`src/inc/drive_status_map.vh`:
```
// Purpose: constants of the drive status output selector
// Assumes: frequencies in 0.01 Hz units, dc link in whole volts
// Notes:   byte offsets on a 32-bit AXI4-Lite register bus
`ifndef DRIVE_STATUS_MAP_VH
`define DRIVE_STATUS_MAP_VH

// ***************************************************
// register offsets
// ***************************************************
`define OFS_SELECT    8'h00
`define OFS_MASK      8'h04
`define OFS_LEVEL     8'h08
`define OFS_BANDWIDTH 8'h0c
`define OFS_MAXFREQ   8'h10
`define OFS_CONFIG    8'h14
`define OFS_STATUS    8'h18

// ***************************************************
// field positions
// ***************************************************
`define SEL_TERM_LSB  0
`define SEL_RELAY_LSB 8
`define CFG_FAN_MODE  0
`define CFG_BRAKE_EN  1
`define CFG_HI_CLASS  2
`define CFG_TRIES_LSB 8
`define ST_TERM_BIT   20
`define ST_RELAY_BIT  21

// ***************************************************
// reset values and limits
// ***************************************************
`define RST_TERM_SEL  5'h0c
`define RST_RELAY_SEL 5'h11
`define RST_MASK      3'h2
`define RST_LEVEL     16'h0bb8
`define RST_BANDWIDTH 16'h03e8
`define FREQ_CEILING  16'h9c40
`define CODE_LAST     5'h13
`define OV_LOW_CLASS  10'h190
`define OV_HIGH_CLASS 10'h334
`define UV_LOW_CLASS  10'h0b4
`define UV_HIGH_CLASS 10'h168
`define RESP_OKAY     2'h0
`define RESP_SLVERR   2'h2

`endif

```
`src/rtl/drive_status_output_selector.v`:
```
// Purpose: picks the drive condition shown on the terminal and relay
// Assumes: all drive core inputs are on aclk, no synchroniser needed
// Notes:   rejected writes answer SLVERR and leave the register alone
`timescale 1ns/1ps
`include "drive_status_map.vh"

module drive_status_output_selector #(
  parameter [15:0] MAX_FREQ_DEFAULT = 16'h1770
) (
  // clock, reset, enable
  input  wire        aclk,
  input  wire        aresetn,
  input  wire        ce,
  // axi4-lite write address and data
  input  wire [7:0]  awaddr,
  input  wire        awvalid,
  output reg         awready,
  input  wire [31:0] wdata,
  input  wire [3:0]  wstrb,
  input  wire        wvalid,
  output reg         wready,
  // axi4-lite write response
  output reg  [1:0]  bresp,
  output reg         bvalid,
  input  wire        bready,
  // axi4-lite read
  input  wire [7:0]  araddr,
  input  wire        arvalid,
  output reg         arready,
  output reg  [31:0] rdata,
  output reg  [1:0]  rresp,
  output reg         rvalid,
  input  wire        rready,
  // frequencies and dc link voltage from the drive core
  input  wire [15:0] preset_freq,
  input  wire [15:0] output_freq,
  input  wire [15:0] run_freq,
  input  wire [9:0]  dc_link_volts,
  // status flags from the drive core
  input  wire        accelerating,
  input  wire        decelerating,
  input  wire        motor_overload_warning,
  input  wire        drive_overload_warning,
  input  wire        motor_stall,
  input  wire        overvoltage_trip,
  input  wire        undervoltage_trip,
  input  wire        other_trip,
  input  wire        heatsink_overtemp_trip,
  input  wire        analog_cmd_lost,
  input  wire        serial_cmd_lost,
  input  wire        run_cmd,
  input  wire        voltage_out,
  input  wire        speed_search,
  input  wire        wait_run_cmd,
  input  wire        fan_trip,
  input  wire        brake_signal,
  // selected outputs
  output reg         open_collector_output,
  output reg         relay_contact_output
);

  // ***************************************************
  // helpers
  // ***************************************************

  // absolute difference of two frequencies
  function [15:0] abs_diff;
    input [15:0] a;
    input [15:0] b;
    begin
      abs_diff = (a > b) ? a - b : b - a;
    end
  endfunction

  // one condition out of the vector by code
  function pick;
    input [4:0]  code;
    input [19:0] conds;
    begin
      pick = (code <= `CODE_LAST) ? conds[code] : 1'b0;
    end
  endfunction

  // byte-lane merge of a write into a register word
  function [31:0] merge;
    input [31:0] old;
    input [31:0] data;
    input [3:0]  strb;
    integer i;
    begin
      merge = old;
      for (i = 0; i < 4; i = i + 1) begin
        if (strb[i])
          merge[i*8 +: 8] = data[i*8 +: 8];
      end
    end
  endfunction

  // ***************************************************
  // registers
  // ***************************************************
  reg [4:0]  terminal_source_select;
  reg [4:0]  relay_source_select;
  reg [2:0]  fault_class_mask;
  reg [15:0] freq_detect_level;
  reg [15:0] freq_detect_bandwidth;
  reg [15:0] max_frequency_limit;
  reg        fan_trip_mode;
  reg        brake_enable;
  reg        high_voltage_class;
  reg [7:0]  auto_restart_tries;
  reg        hyst_state;
  reg [7:0]  waddr_q;
  reg [31:0] wdata_q;
  reg [3:0]  wstrb_q;

  // ***************************************************
  // condition logic
  // ***************************************************
  wire [15:0] half_bw = {1'b0, freq_detect_bandwidth[15:1]};
  wire [16:0] low_edge = {1'b0, freq_detect_level} - {1'b0, half_bw};
  wire        speed_match_detect;
  wire        level_match_detect;
  wire        level_window_detect;
  wire        level_hysteresis_detect;
  wire        level_hysteresis_inverted;
  wire        ov_cond;
  wire        uv_cond;
  wire        fault_cond;
  wire [19:0] conds;
  reg         next_hyst;

  // frequency comparisons
  assign speed_match_detect =
    abs_diff(preset_freq, output_freq) <= half_bw;
  assign level_match_detect = (preset_freq == freq_detect_level)
    && speed_match_detect;
  assign level_window_detect =
    abs_diff(freq_detect_level, run_freq) <= half_bw;
  assign level_hysteresis_detect = hyst_state;
  assign level_hysteresis_inverted = ~hyst_state;

  // set on reaching level, hold until at or below level minus half band
  always @* begin
    if (hyst_state)
      next_hyst = low_edge[16] || ({1'b0, run_freq} > low_edge);
    else
      next_hyst = run_freq >= freq_detect_level;
  end

  // dc link thresholds back up the trip flag of the protection logic
  assign ov_cond = overvoltage_trip || (high_voltage_class ?
    dc_link_volts > `OV_HIGH_CLASS : dc_link_volts > `OV_LOW_CLASS);
  assign uv_cond = undervoltage_trip || (high_voltage_class ?
    dc_link_volts < `UV_HIGH_CLASS : dc_link_volts < `UV_LOW_CLASS);

  // restart tries set: only bit 2 lets the fault through
  assign fault_cond = ((fault_class_mask[0] && uv_cond) ||
    (fault_class_mask[1] && other_trip)) &&
    ((auto_restart_tries == 8'h00) || fault_class_mask[2]);

  // condition vector, bit index equals code
  assign conds = {
    brake_enable && brake_signal,
    fan_trip && !fan_trip_mode,
    fault_cond,
    wait_run_cmd,
    speed_search,
    voltage_out && !accelerating && !decelerating,
    !run_cmd && !voltage_out,
    run_cmd && voltage_out,
    analog_cmd_lost || serial_cmd_lost,
    heatsink_overtemp_trip,
    uv_cond,
    ov_cond,
    motor_stall,
    drive_overload_warning,
    motor_overload_warning,
    level_hysteresis_inverted,
    level_hysteresis_detect,
    level_window_detect,
    level_match_detect,
    speed_match_detect
  };

  // ***************************************************
  // output registers
  // ***************************************************

  // registered so a glitch in the core never reaches a relay coil
  always @(posedge aclk) begin
    if (!aresetn) begin
      open_collector_output <= 1'b0;
      relay_contact_output  <= 1'b0;
      hyst_state            <= 1'b0;
    end else if (ce) begin
      open_collector_output <= pick(terminal_source_select, conds);
      relay_contact_output  <= pick(relay_source_select, conds);
      hyst_state            <= next_hyst;
    end
  end

  // ***************************************************
  // register write path
  // ***************************************************
  wire [31:0] old_word =
    (waddr_q == `OFS_SELECT)    ? {19'h0, relay_source_select,
                                   3'h0, terminal_source_select} :
    (waddr_q == `OFS_MASK)      ? {29'h0, fault_class_mask} :
    (waddr_q == `OFS_LEVEL)     ? {16'h0, freq_detect_level} :
    (waddr_q == `OFS_BANDWIDTH) ? {16'h0, freq_detect_bandwidth} :
    (waddr_q == `OFS_MAXFREQ)   ? {16'h0, max_frequency_limit} :
    (waddr_q == `OFS_CONFIG)    ? {16'h0, auto_restart_tries, 5'h0,
                                   high_voltage_class, brake_enable,
                                   fan_trip_mode} : 32'h0;
  wire [31:0] new_word = merge(old_word, wdata_q, wstrb_q);
  wire [4:0]  new_term = new_word[`SEL_TERM_LSB +: 5];
  wire [4:0]  new_relay = new_word[`SEL_RELAY_LSB +: 5];
  wire [15:0] new_freq = new_word[15:0];
  wire        freq_ok = (new_freq <= `FREQ_CEILING) &&
                        (new_freq <= max_frequency_limit);
  wire        do_write = !awready && !wready && !bvalid;

  // both halves latched, then write and answer together
  always @(posedge aclk) begin
    if (!aresetn) begin
      awready                <= 1'b1;
      wready                 <= 1'b1;
      bvalid                 <= 1'b0;
      bresp                  <= `RESP_OKAY;
      waddr_q                <= 8'h00;
      wdata_q                <= 32'h0;
      wstrb_q                <= 4'h0;
      terminal_source_select <= `RST_TERM_SEL;
      relay_source_select    <= `RST_RELAY_SEL;
      fault_class_mask       <= `RST_MASK;
      freq_detect_level      <= `RST_LEVEL;
      freq_detect_bandwidth  <= `RST_BANDWIDTH;
      max_frequency_limit    <= MAX_FREQ_DEFAULT;
      fan_trip_mode          <= 1'b0;
      brake_enable           <= 1'b0;
      high_voltage_class     <= 1'b0;
      auto_restart_tries     <= 8'h00;
    end else if (ce) begin
      if (awvalid && awready) begin
        waddr_q <= awaddr;
        awready <= 1'b0;
      end
      if (wvalid && wready) begin
        wdata_q <= wdata;
        wstrb_q <= wstrb;
        wready  <= 1'b0;
      end
      if (do_write) begin
        bvalid <= 1'b1;
        bresp  <= `RESP_OKAY;
        case (waddr_q)
          `OFS_SELECT: begin
            // both codes must be legal or nothing changes
            if (new_term <= `CODE_LAST && new_relay <= `CODE_LAST) begin
              terminal_source_select <= new_term;
              relay_source_select    <= new_relay;
            end else
              bresp <= `RESP_SLVERR;
          end
          `OFS_MASK:
            fault_class_mask <= new_word[2:0];
          `OFS_LEVEL: begin
            if (freq_ok)
              freq_detect_level <= new_freq;
            else
              bresp <= `RESP_SLVERR;
          end
          `OFS_BANDWIDTH: begin
            if (freq_ok)
              freq_detect_bandwidth <= new_freq;
            else
              bresp <= `RESP_SLVERR;
          end
          `OFS_MAXFREQ: begin
            if (new_freq <= `FREQ_CEILING)
              max_frequency_limit <= new_freq;
            else
              bresp <= `RESP_SLVERR;
          end
          `OFS_CONFIG: begin
            fan_trip_mode      <= new_word[`CFG_FAN_MODE];
            brake_enable       <= new_word[`CFG_BRAKE_EN];
            high_voltage_class <= new_word[`CFG_HI_CLASS];
            auto_restart_tries <= new_word[`CFG_TRIES_LSB +: 8];
          end
          default:
            bresp <= `RESP_SLVERR; // status is read only
        endcase
      end
      if (bvalid && bready) begin
        bvalid  <= 1'b0;
        awready <= 1'b1;
        wready  <= 1'b1;
      end
    end
  end

  // ***************************************************
  // register read path
  // ***************************************************
  reg [31:0] read_word;
  reg        read_hit;

  // decode of the read address
  always @* begin
    read_word = 32'h0;
    read_hit  = 1'b1;
    case (araddr)
      `OFS_SELECT:
        read_word = {19'h0, relay_source_select, 3'h0,
                     terminal_source_select};
      `OFS_MASK:
        read_word = {29'h0, fault_class_mask};
      `OFS_LEVEL:
        read_word = {16'h0, freq_detect_level};
      `OFS_BANDWIDTH:
        read_word = {16'h0, freq_detect_bandwidth};
      `OFS_MAXFREQ:
        read_word = {16'h0, max_frequency_limit};
      `OFS_CONFIG:
        read_word = {16'h0, auto_restart_tries, 5'h0,
                     high_voltage_class, brake_enable, fan_trip_mode};
      `OFS_STATUS: begin
        read_word = {12'h0, conds};
        read_word[`ST_TERM_BIT]  = open_collector_output;
        read_word[`ST_RELAY_BIT] = relay_contact_output;
      end
      default:
        read_hit = 1'b0;
    endcase
  end

  // one read at a time, answer one cycle after the address
  always @(posedge aclk) begin
    if (!aresetn) begin
      arready <= 1'b1;
      rvalid  <= 1'b0;
      rdata   <= 32'h0;
      rresp   <= `RESP_OKAY;
    end else if (ce) begin
      if (arvalid && arready) begin
        arready <= 1'b0;
        rvalid  <= 1'b1;
        rdata   <= read_word;
        rresp   <= read_hit ? `RESP_OKAY : `RESP_SLVERR;
      end
      if (rvalid && rready) begin
        rvalid  <= 1'b0;
        arready <= 1'b1;
      end
    end
  end

endmodule // drive_status_output_selector

```
`config.mk`:
```
export PLATFORM = sky130hd
export DESIGN_NAME = drive_status_output_selector
export DESIGN_NICKNAME = d
export VERILOG_FILES = /design/src/rtl/drive_status_output_selector.v
export VERILOG_INCLUDE_DIRS = /design/src /design/src/inc
export SDC_FILE = /design/constraint.sdc
export NUM_CORES = 1
export LEC_CHECK = 0
export ABC_AREA = 1
export BUFFER_PORTS_ARGS = -buffer_cell sky130_fd_sc_hd__buf_2
export CAP_MARGIN = 20
export CORE_MARGIN = 2
export CORE_UTILIZATION = 45
export DETAILED_ROUTE_END_ITERATION = 6
export PLACE_DENSITY = 0.71
export SETUP_SLACK_MARGIN = 0.3
export SLEW_MARGIN = 30
export SYNTH_ARGS = -nofsm -noshare
export SYNTH_HDL_FRONTEND = slang
export SYNTH_SLANG_ARGS = --single-unit
```
`constraint.sdc`:
```
create_clock -name aclk -period 4.15 [get_ports aclk]
set_input_delay 0.415 -clock aclk [delete_from_list [all_inputs] [get_ports aclk]]
set_output_delay 0.415 -clock aclk [all_outputs]
set_load 0.02 [all_outputs]
```
==> impl_results.md, run 1 <==
- Share of cells above drive strength 1: 0.1989
- Post-synth top cells: nand2_1 (504), inv_1 (289), a21oi_1 (202), ha_1 (140), nor2_1 (139)
- Status: finished with violations
- Ant. Diodes: 0
- Peak VDD IR: 0.2378 mV
- Clock root cell: clkbuf_16
- Clock slew at reported path FFs: 0.07 ns
- Post-Syn Area: between 0.01 and 0.015 sq mm
- CTS H-tree depth: 4
- Initial antenna violation count: 0
- Yosys warnings: 0
- F_max: 253.2 MHz
- Die X: around 170 um
- DR vias: 14491
- CP arrival: about 4.3 ns
- Top_reg_cell synth: dfxtp_1
- Dpl hpwl: ~40 mm
- RSZ-0062 raised after global routing: true
- Die Ht: 169.8 um
- Fin util: 0.5769
- Sequential fraction of the synthesis area: 0.2103
- Ys async rst share: 0
- IO Port Bufs: ~150
- Post-route insts no fill: 2583
- Seq cells post-synth: between 100 and 150
- DRC: 2
- Final hold viol count: 0
- Area Growth Syn to Fin: 25.63%
- Final ANT Viol Nets: 0
- Initial Util: 0.4592
- Initial DRC count: roughly 1500
- Met2 Use GR: 0.5358
- Mean post-synth cell area: around 6.3 sq um
- Final period util: 0.9515
- Area leader, netlist: dfxtp_1
- R2r setup slk: between 0.2 and 0.25 ns
- Final nets: 2509
- P_leak: between 8 and 9 nW
- Die ar.: approximately 0.029 sq mm
- Hold Crit Depth: 3
- Seq. cell area: 0.002609 sq mm
- GR Layer Usage met3: 0.04767
- GP Congestion: 1.058
- Failing checks: design-rule violations
- CTS tree: yes
- FP Rows: 60
- DP Area: approximately 0.014 sq mm
- Slowest stage cell, crit path: dfxtp_1
- Synth top area share: 0.2103
- Place WS: -0.1233 ns
- Final Setup Violations: 0
- CTS max path bufs: 2
- Slew margin rel.: 0.4206
- Most frequent cell after synthesis: nand2_1
- CP peak stage delay: approximately 0.34 ns
- CP Max Fanout: 8
- Clk_lat worst skew: between 0.4 and 0.5 ns
- Gr usage total: 0.3334
- Hold_buf cts: 0
- Worst setup margin: 0.2011 ns
- Clock Sinks: between 100 and 150
- Synth top area cells: dfxtp_1 (21%), nand2_1 (15%), ha_1 (14%), inv_1 (8.8%), a21oi_1 (8.2%)
- CP Launch Type: flop
- Tmin final: slightly below 4 ns
- Largest net degree at the start of global routing: 64
- FF-to-FF path depth: 29
- Core region area: roughly 0.027 sq mm
- Number of synthesized flops with an enable pin: 0
- CP required: ~4.5 ns
- Global routing usage on met1: 0.4183
- Crit end category: flop
- Setup CP Type: reg -> reg
- GR peak layer: met2
- Distinct cells, synth: between 50 and 60
- Worst Hold Class: in -> reg
- Fill cells: 2630
- Io pins: about 180
- P per Cell Area: roughly 270 mW/mm^2
- PnR Total Power: roughly 4.1 mW
- Finished Cell Area: about 0.016 sq mm
- DRT Wirelength: 49.36 mm
- Synth Instances: 1962
- Drt wl/cell: approximately 19 um
- GR Overflow Total: 0
- Vias in the first global route: approximately 13000
- Max Cap Viol: 0
- Placed cell count: roughly 2500
- Via-per-instance ratio: between 5 and 6
- CTS Buf Count: 17
- Most numerous cell on the critical path: nand2_1
- First-pass GRT wire length: 73.57 mm
- Final Skew: between 0.008 and 0.009 ns
- Worst-margin pin slew: slightly below 0.9 ns
- Multi-input logic area: a little under 0.009 sq mm
- Final Max Tran Viols: 0
- DRT Pass-1 Iters: 7
==> where the power goes <==
| group | leakage, nW | switching [mW] | internal (mW) | total [mW] |
|---|---|---|---|---|
| Combinational | 6.73 | 0.754 | 0.468 | 1.22 |
| Sequential | 1.06 | 0.0220 | 1.27 | 1.29 |
| Clock | 0.308 | 0.645 | 0.983 | 1.63 |
==> placed cells by master, fill, tap and decap left out, types with 8 or more instances in the layout <==
master,count
nand2_1,491
inv_1,284
a21oi_1,198
buf_4,151
buf_2,146
nor2_1,132
ha_1,128
dfxtp_1,125
o21ai_0,114
nand3_1,67
nand4_1,37
o22ai_1,25
xnor2_1,25
xor2_1,22
o211ai_1,21
nor3_1,19
clkbuf_16,17
o21ai_1,16
nand2_2,14
inv_2,14
ha_4,12
conb_1,12
o221ai_1,11
nand3_2,9
o21bai_1,9
o31ai_1,8
==> per-layer routing <==
metal	vias up	part of all wire
met5	-	0
met4	0	0.075
met3	188	0.088
met2	827	0.44
met1	6514	0.40
li1	6962	-
==> logic make-up after synthesis <==
logic type / share of synthesized area
simple gates: 0.2744
compound gates: 0.2078
buf+inv: 0.1212
fa+ha+maj: 0.1496
flops: 0.2103
xor+xnor: 0.03467
mux: 0.001719
other cells: 0.0003030
==> area by class of cell <==
class / count / share of cell area
multi-input cells: 1470 / 0.5634
flip-flops and latches: 130 / 0.1678
clock inverters: 14 / 0.01239
repair buffers: 304 / 0.1267
clock buffers: 18 / 0.02824
inverters: 306 / 0.07403
well taps: 341 / 0.02744
==> what timing repair did <==
action | in CTS | in global routing
setup buffers | 3 | 7
endpoints found under the hold margin | 0 | 0
endpoints found under the setup margin | 4 | 39
resized for setup | 31 | 78
pin swaps | 10 | 22
==> state kept, by name (all words and copies together) (netlist names), 2 cells and up <==
| name | flops |
|---|---|
| waddr_q | 8 |
| freq_detect_level | 16 |
| wdata_q | 16 |
| terminal_source_select | 5 |
| relay_source_select | 5 |
| auto_restart_tries | 8 |
| freq_detect_bandwidth | 16 |
| rdata | 22 |
| wstrb_q | 2 |
| fault_class_mask | 3 |
| max_frequency_limit | 16 |
==> stage by stage <==
stage          TNS [ns]  hold slack, ns
2_1_floorplan         0          0.4292
5_1_grt         -0.1929          0.2246
3_3_place_gp    -0.2275          0.4445
6_report              0          0.2228
3_5_place_dp    -0.2494          0.4500
4_1_cts               0          0.2210
==> worst max-delay path, delay by kind of cell, from the launching register on <==
kind,cells,cell delay [ns]
DFF,1,0.34
xor gates and xnor gates,1,0.17
and+or+nand+nor,17,1.68
AOI/OAI and AO/OA,4,0.50
buffers and inverters,5,0.52
adders and majority gates,2,0.61
==> path summary, 6_finish.rpt <==
kind / startpoint / endpoint
worst min register to register: waddr_q[7] / waddr_q[7]
worst max-delay path: freq_detect_level[7] / open_collector_output
worst max register to register: freq_detect_level[7] / open_collector_output
worst min-delay path: wdata[7] / wdata_q[7]
(Power assumes the default switching activity.)
==> run 2, diff against run 1 <==
==> constraint.sdc (replaced) <==
create_clock -name aclk -period 4.15 [get_ports aclk]
set_input_delay 0 -clock aclk [delete_from_list [all_inputs] [get_ports aclk]]
set_output_delay 0 -clock aclk [all_outputs]
set_load 0.02 [all_outputs]
==> impl_results.md, run 2 (synthesis gave the netlist of run 1 again) <==
- Final hold viol count: 0 (unchanged)
- Setup CP Type: reg -> reg (unchanged)
- Placed cell count: 2480 (was 2541)
- Clk_lat worst skew: 0.45 ns (was 0.43 ns)
- R2r endpoint: relay_contact_output (was open_collector_output)
- DRT Wirelength: 49.69 mm (was 49.36 mm)
- Gr usage total: 0.3406 (was 0.3334)
- Worst hold path startpoint: other_trip (was wdata[7])
- Reg-to-reg startpoint: freq_detect_level[0] (was freq_detect_level[7])
- CP peak stage delay: 0.39 ns (was 0.34 ns)
- Top reg by flops: rdata (unchanged)
- DR vias: 14479 (was 14491)
- CTS H-tree depth: 4 (unchanged)
- Core region area: 0.02695 sq mm (unchanged)
- Area Growth Syn to Fin: 22.17% (was 25.63%)
- Slew margin rel.: 0.3718 (was 0.4206)
- CP Max Fanout: 5 (was 8)
- PnR Total Power: 4.002 mW (was 4.144 mW)
- FP Rows: 60 (unchanged)
- Initial Util: 0.4592 (unchanged)
- Final nets: 2478 (was 2509)
- Initial antenna violation count: 0 (unchanged)
- Final Setup Violations: 0 (unchanged)
- Drt wl/cell: 19.47 um (was 19.11 um)
- GR Overflow Total: 0 (unchanged)
- Vias in the first global route: 13363 (was 13258)
- CP arrival: 4.24 ns (was 4.25 ns)
- Dpl hpwl: 39.52 mm (was 39.34 mm)
- Worst setup margin: 0.2288 ns (was 0.2011 ns)
- Largest register FFs: 22 (unchanged)
- Initial DRC count: 1619 (was 1511)
- Most numerous cell on the critical path: nand2_1 (unchanged)
- Place WS: 0.1273 ns (was -0.1233 ns)
- CP required: 4.47 ns (was 4.45 ns)
- Final Max Tran Viols: 0 (unchanged)
- DRC: 0 (was 2)
- Tmin final: 3.921 ns (was 3.949 ns)
- Fill cells: 2671 (was 2630)
- Die ar.: 0.02885 sq mm (unchanged)
- RSZ-0062 raised after global routing: true (unchanged)
- Share of cells above drive strength 1: 0.1583 (was 0.1989)
- Crit end category: flop (unchanged)
- FF-to-FF path depth: 30 (was 29)
- Multi-input logic area: 0.008536 sq mm (was 0.008761 sq mm)
- Hold Path End: rdata[17] (was wdata_q[7])
- Final ANT Viol Nets: 0 (unchanged)
- P per Cell Area: 264.7 mW/mm^2 (was 266.5 mW/mm^2)
- F_max: 255.0 MHz (was 253.2 MHz)
- Peak VDD IR: 0.2953 mV (was 0.2378 mV)
- CTS max path bufs: 2 (unchanged)
- Most frequent cells in the layout: nand2_1 (496), inv_1 (286), a21oi_1 (201) (was nand2_1 (491), inv_1 (284), a21oi_1 (198))
- Hold Crit Depth: 5 (was 3)
- IO Port Bufs: 147 (unchanged)
- Clock root cell: clkbuf_16 (unchanged)
- Via-per-instance ratio: 5.674 (was 5.610)
- Io pins: 178 (unchanged)
- Die Ht: 169.8 um (unchanged)
- Ant. Diodes: 0 (unchanged)
- Status: completed (was finished with violations)
- DRT Pass-1 Iters: 6 (was 7)
- Hold Slack: 0.02486 ns (was 0.2228 ns)
- CP Launch Type: flop (unchanged)
- Worst Hold Class: in -> reg (unchanged)
- CTS Buf Count: 17 (unchanged)
- Slowest stage cell, crit path: fa_2 (was dfxtp_1)
- Worst-margin pin slew: 0.9423 ns (was 0.8659 ns)
- Post-route insts no fill: 2552 (was 2583)
- Max Cap Viol: 0 (unchanged)
- Final period util: 0.9449 (was 0.9515)
- CTS tree: yes (unchanged)
- Final Skew: 0.01524 ns (was 0.008963 ns)
- Clock Sinks: 130 (unchanged)
- Largest net degree at the start of global routing: 47 (was 64)
- Fin util: 0.5610 (was 0.5769)
- R2r setup slk: 0.23 ns (was 0.20 ns)
- First-pass GRT wire length: 74.83 mm (was 73.57 mm)
- Die X: 169.8 um (unchanged)
- Clock slew at reported path FFs: 0.08 ns (was 0.07 ns)
- P_leak: 7.861 nW (was 8.094 nW)
- Most common cell after layout, fill and taps aside: nand2_1 (unchanged)
- Seq. cell area: 0.002605 sq mm (was 0.002609 sq mm)
- GP Congestion: 1.037 (was 1.058)
-- run 2: cell types whose count changed in the layout (fill, tap and decap cells not counted), moves of 4 or more --
cell           delta
buf_4            -61
clkinv_8          +4
dlygate4sd3_1    +32
ha_4              -6
nand2_1           +5
o21ai_0           +4
-- run 2: what timing repair did --
item	4_1_cts	5_1_grt
endpoints found under the hold margin	35	0
setup endpoints to repair	3	38
pin swaps	3	20
gates resized for setup	13	44
setup buffers	1	7
hold buffers	32	0
-- run 2: power by group --
part	total (mW)	leakage (nW)	internal (mW)	switching, mW
Clock	1.56	0.296	0.817	0.739
Combinational	1.15	6.51	0.424	0.730
Sequential	1.29	1.05	1.27	0.0220
Total	4.00	7.86	2.51	1.49
-- run 2: how the worst max path moves through the flow --
stage | startpoint | endpoint | slack [ns] | cells past startpoint
finish | freq_detect_level[0] | relay_contact_output | 0.23 | 30
global route | freq_detect_level[0] | open_collector_output | -0.09 | 31
CTS | freq_detect_level[0] | open_collector_output | 0.31 | 31
detailed placement | freq_detect_level[0] | open_collector_output | 0.13 | 31
global placement | freq_detect_level[0] | open_collector_output | 0.15 | 31
floorplan | freq_detect_level[0] | relay_contact_output | 0.32 | 30
-- run 2: critical path, delay by kind of cell, from the launching register on --
family                   cells  cell delay [ns]
AO/OA/AOI/OAI                5             0.71
XOR/XNOR                     1             0.18
adder cells (fa/ha/maj)      3             0.78
buffers and inverters        5             0.43
flip-flops                   1             0.32
AND/OR/NAND/NOR             16             1.38
-- run 2: per-stage QoR --
stage | area (sq um) | setup TNS, ns
after floorplan | 12420 | 0
after global placement | 13910 | 0
after detailed placement | 13910 | 0
after CTS | 14890 | 0
after global routing | 15120 | -0.1439
final | 15120 | 0
-- run 2: metal layers --
metal | vias to the layer above | share of wire | wire length [um] | GRT usage
met1 | 6604 | 0.40 | 19630 | 0.4326
met4 | 0 | 0.070 | 3477 | 0.2070
met3 | 159 | 0.091 | 4538 | 0.05209
met5 | - | 0 | 0 | 0
li1 | 6911 | - | - | -
met2 | 805 | 0.44 | 22040 | 0.5453
-- run 2: final cells by class --
cell class	instances	share of cell area
Inverter	306	0.07596
Timing Repair Buffer	273	0.1192
Tap cell	341	0.02822
Sequential cell	130	0.1723
Clock inverter	15	0.01167
Multi-Input combinational cell	1470	0.5645
Clock buffer	17	0.02813
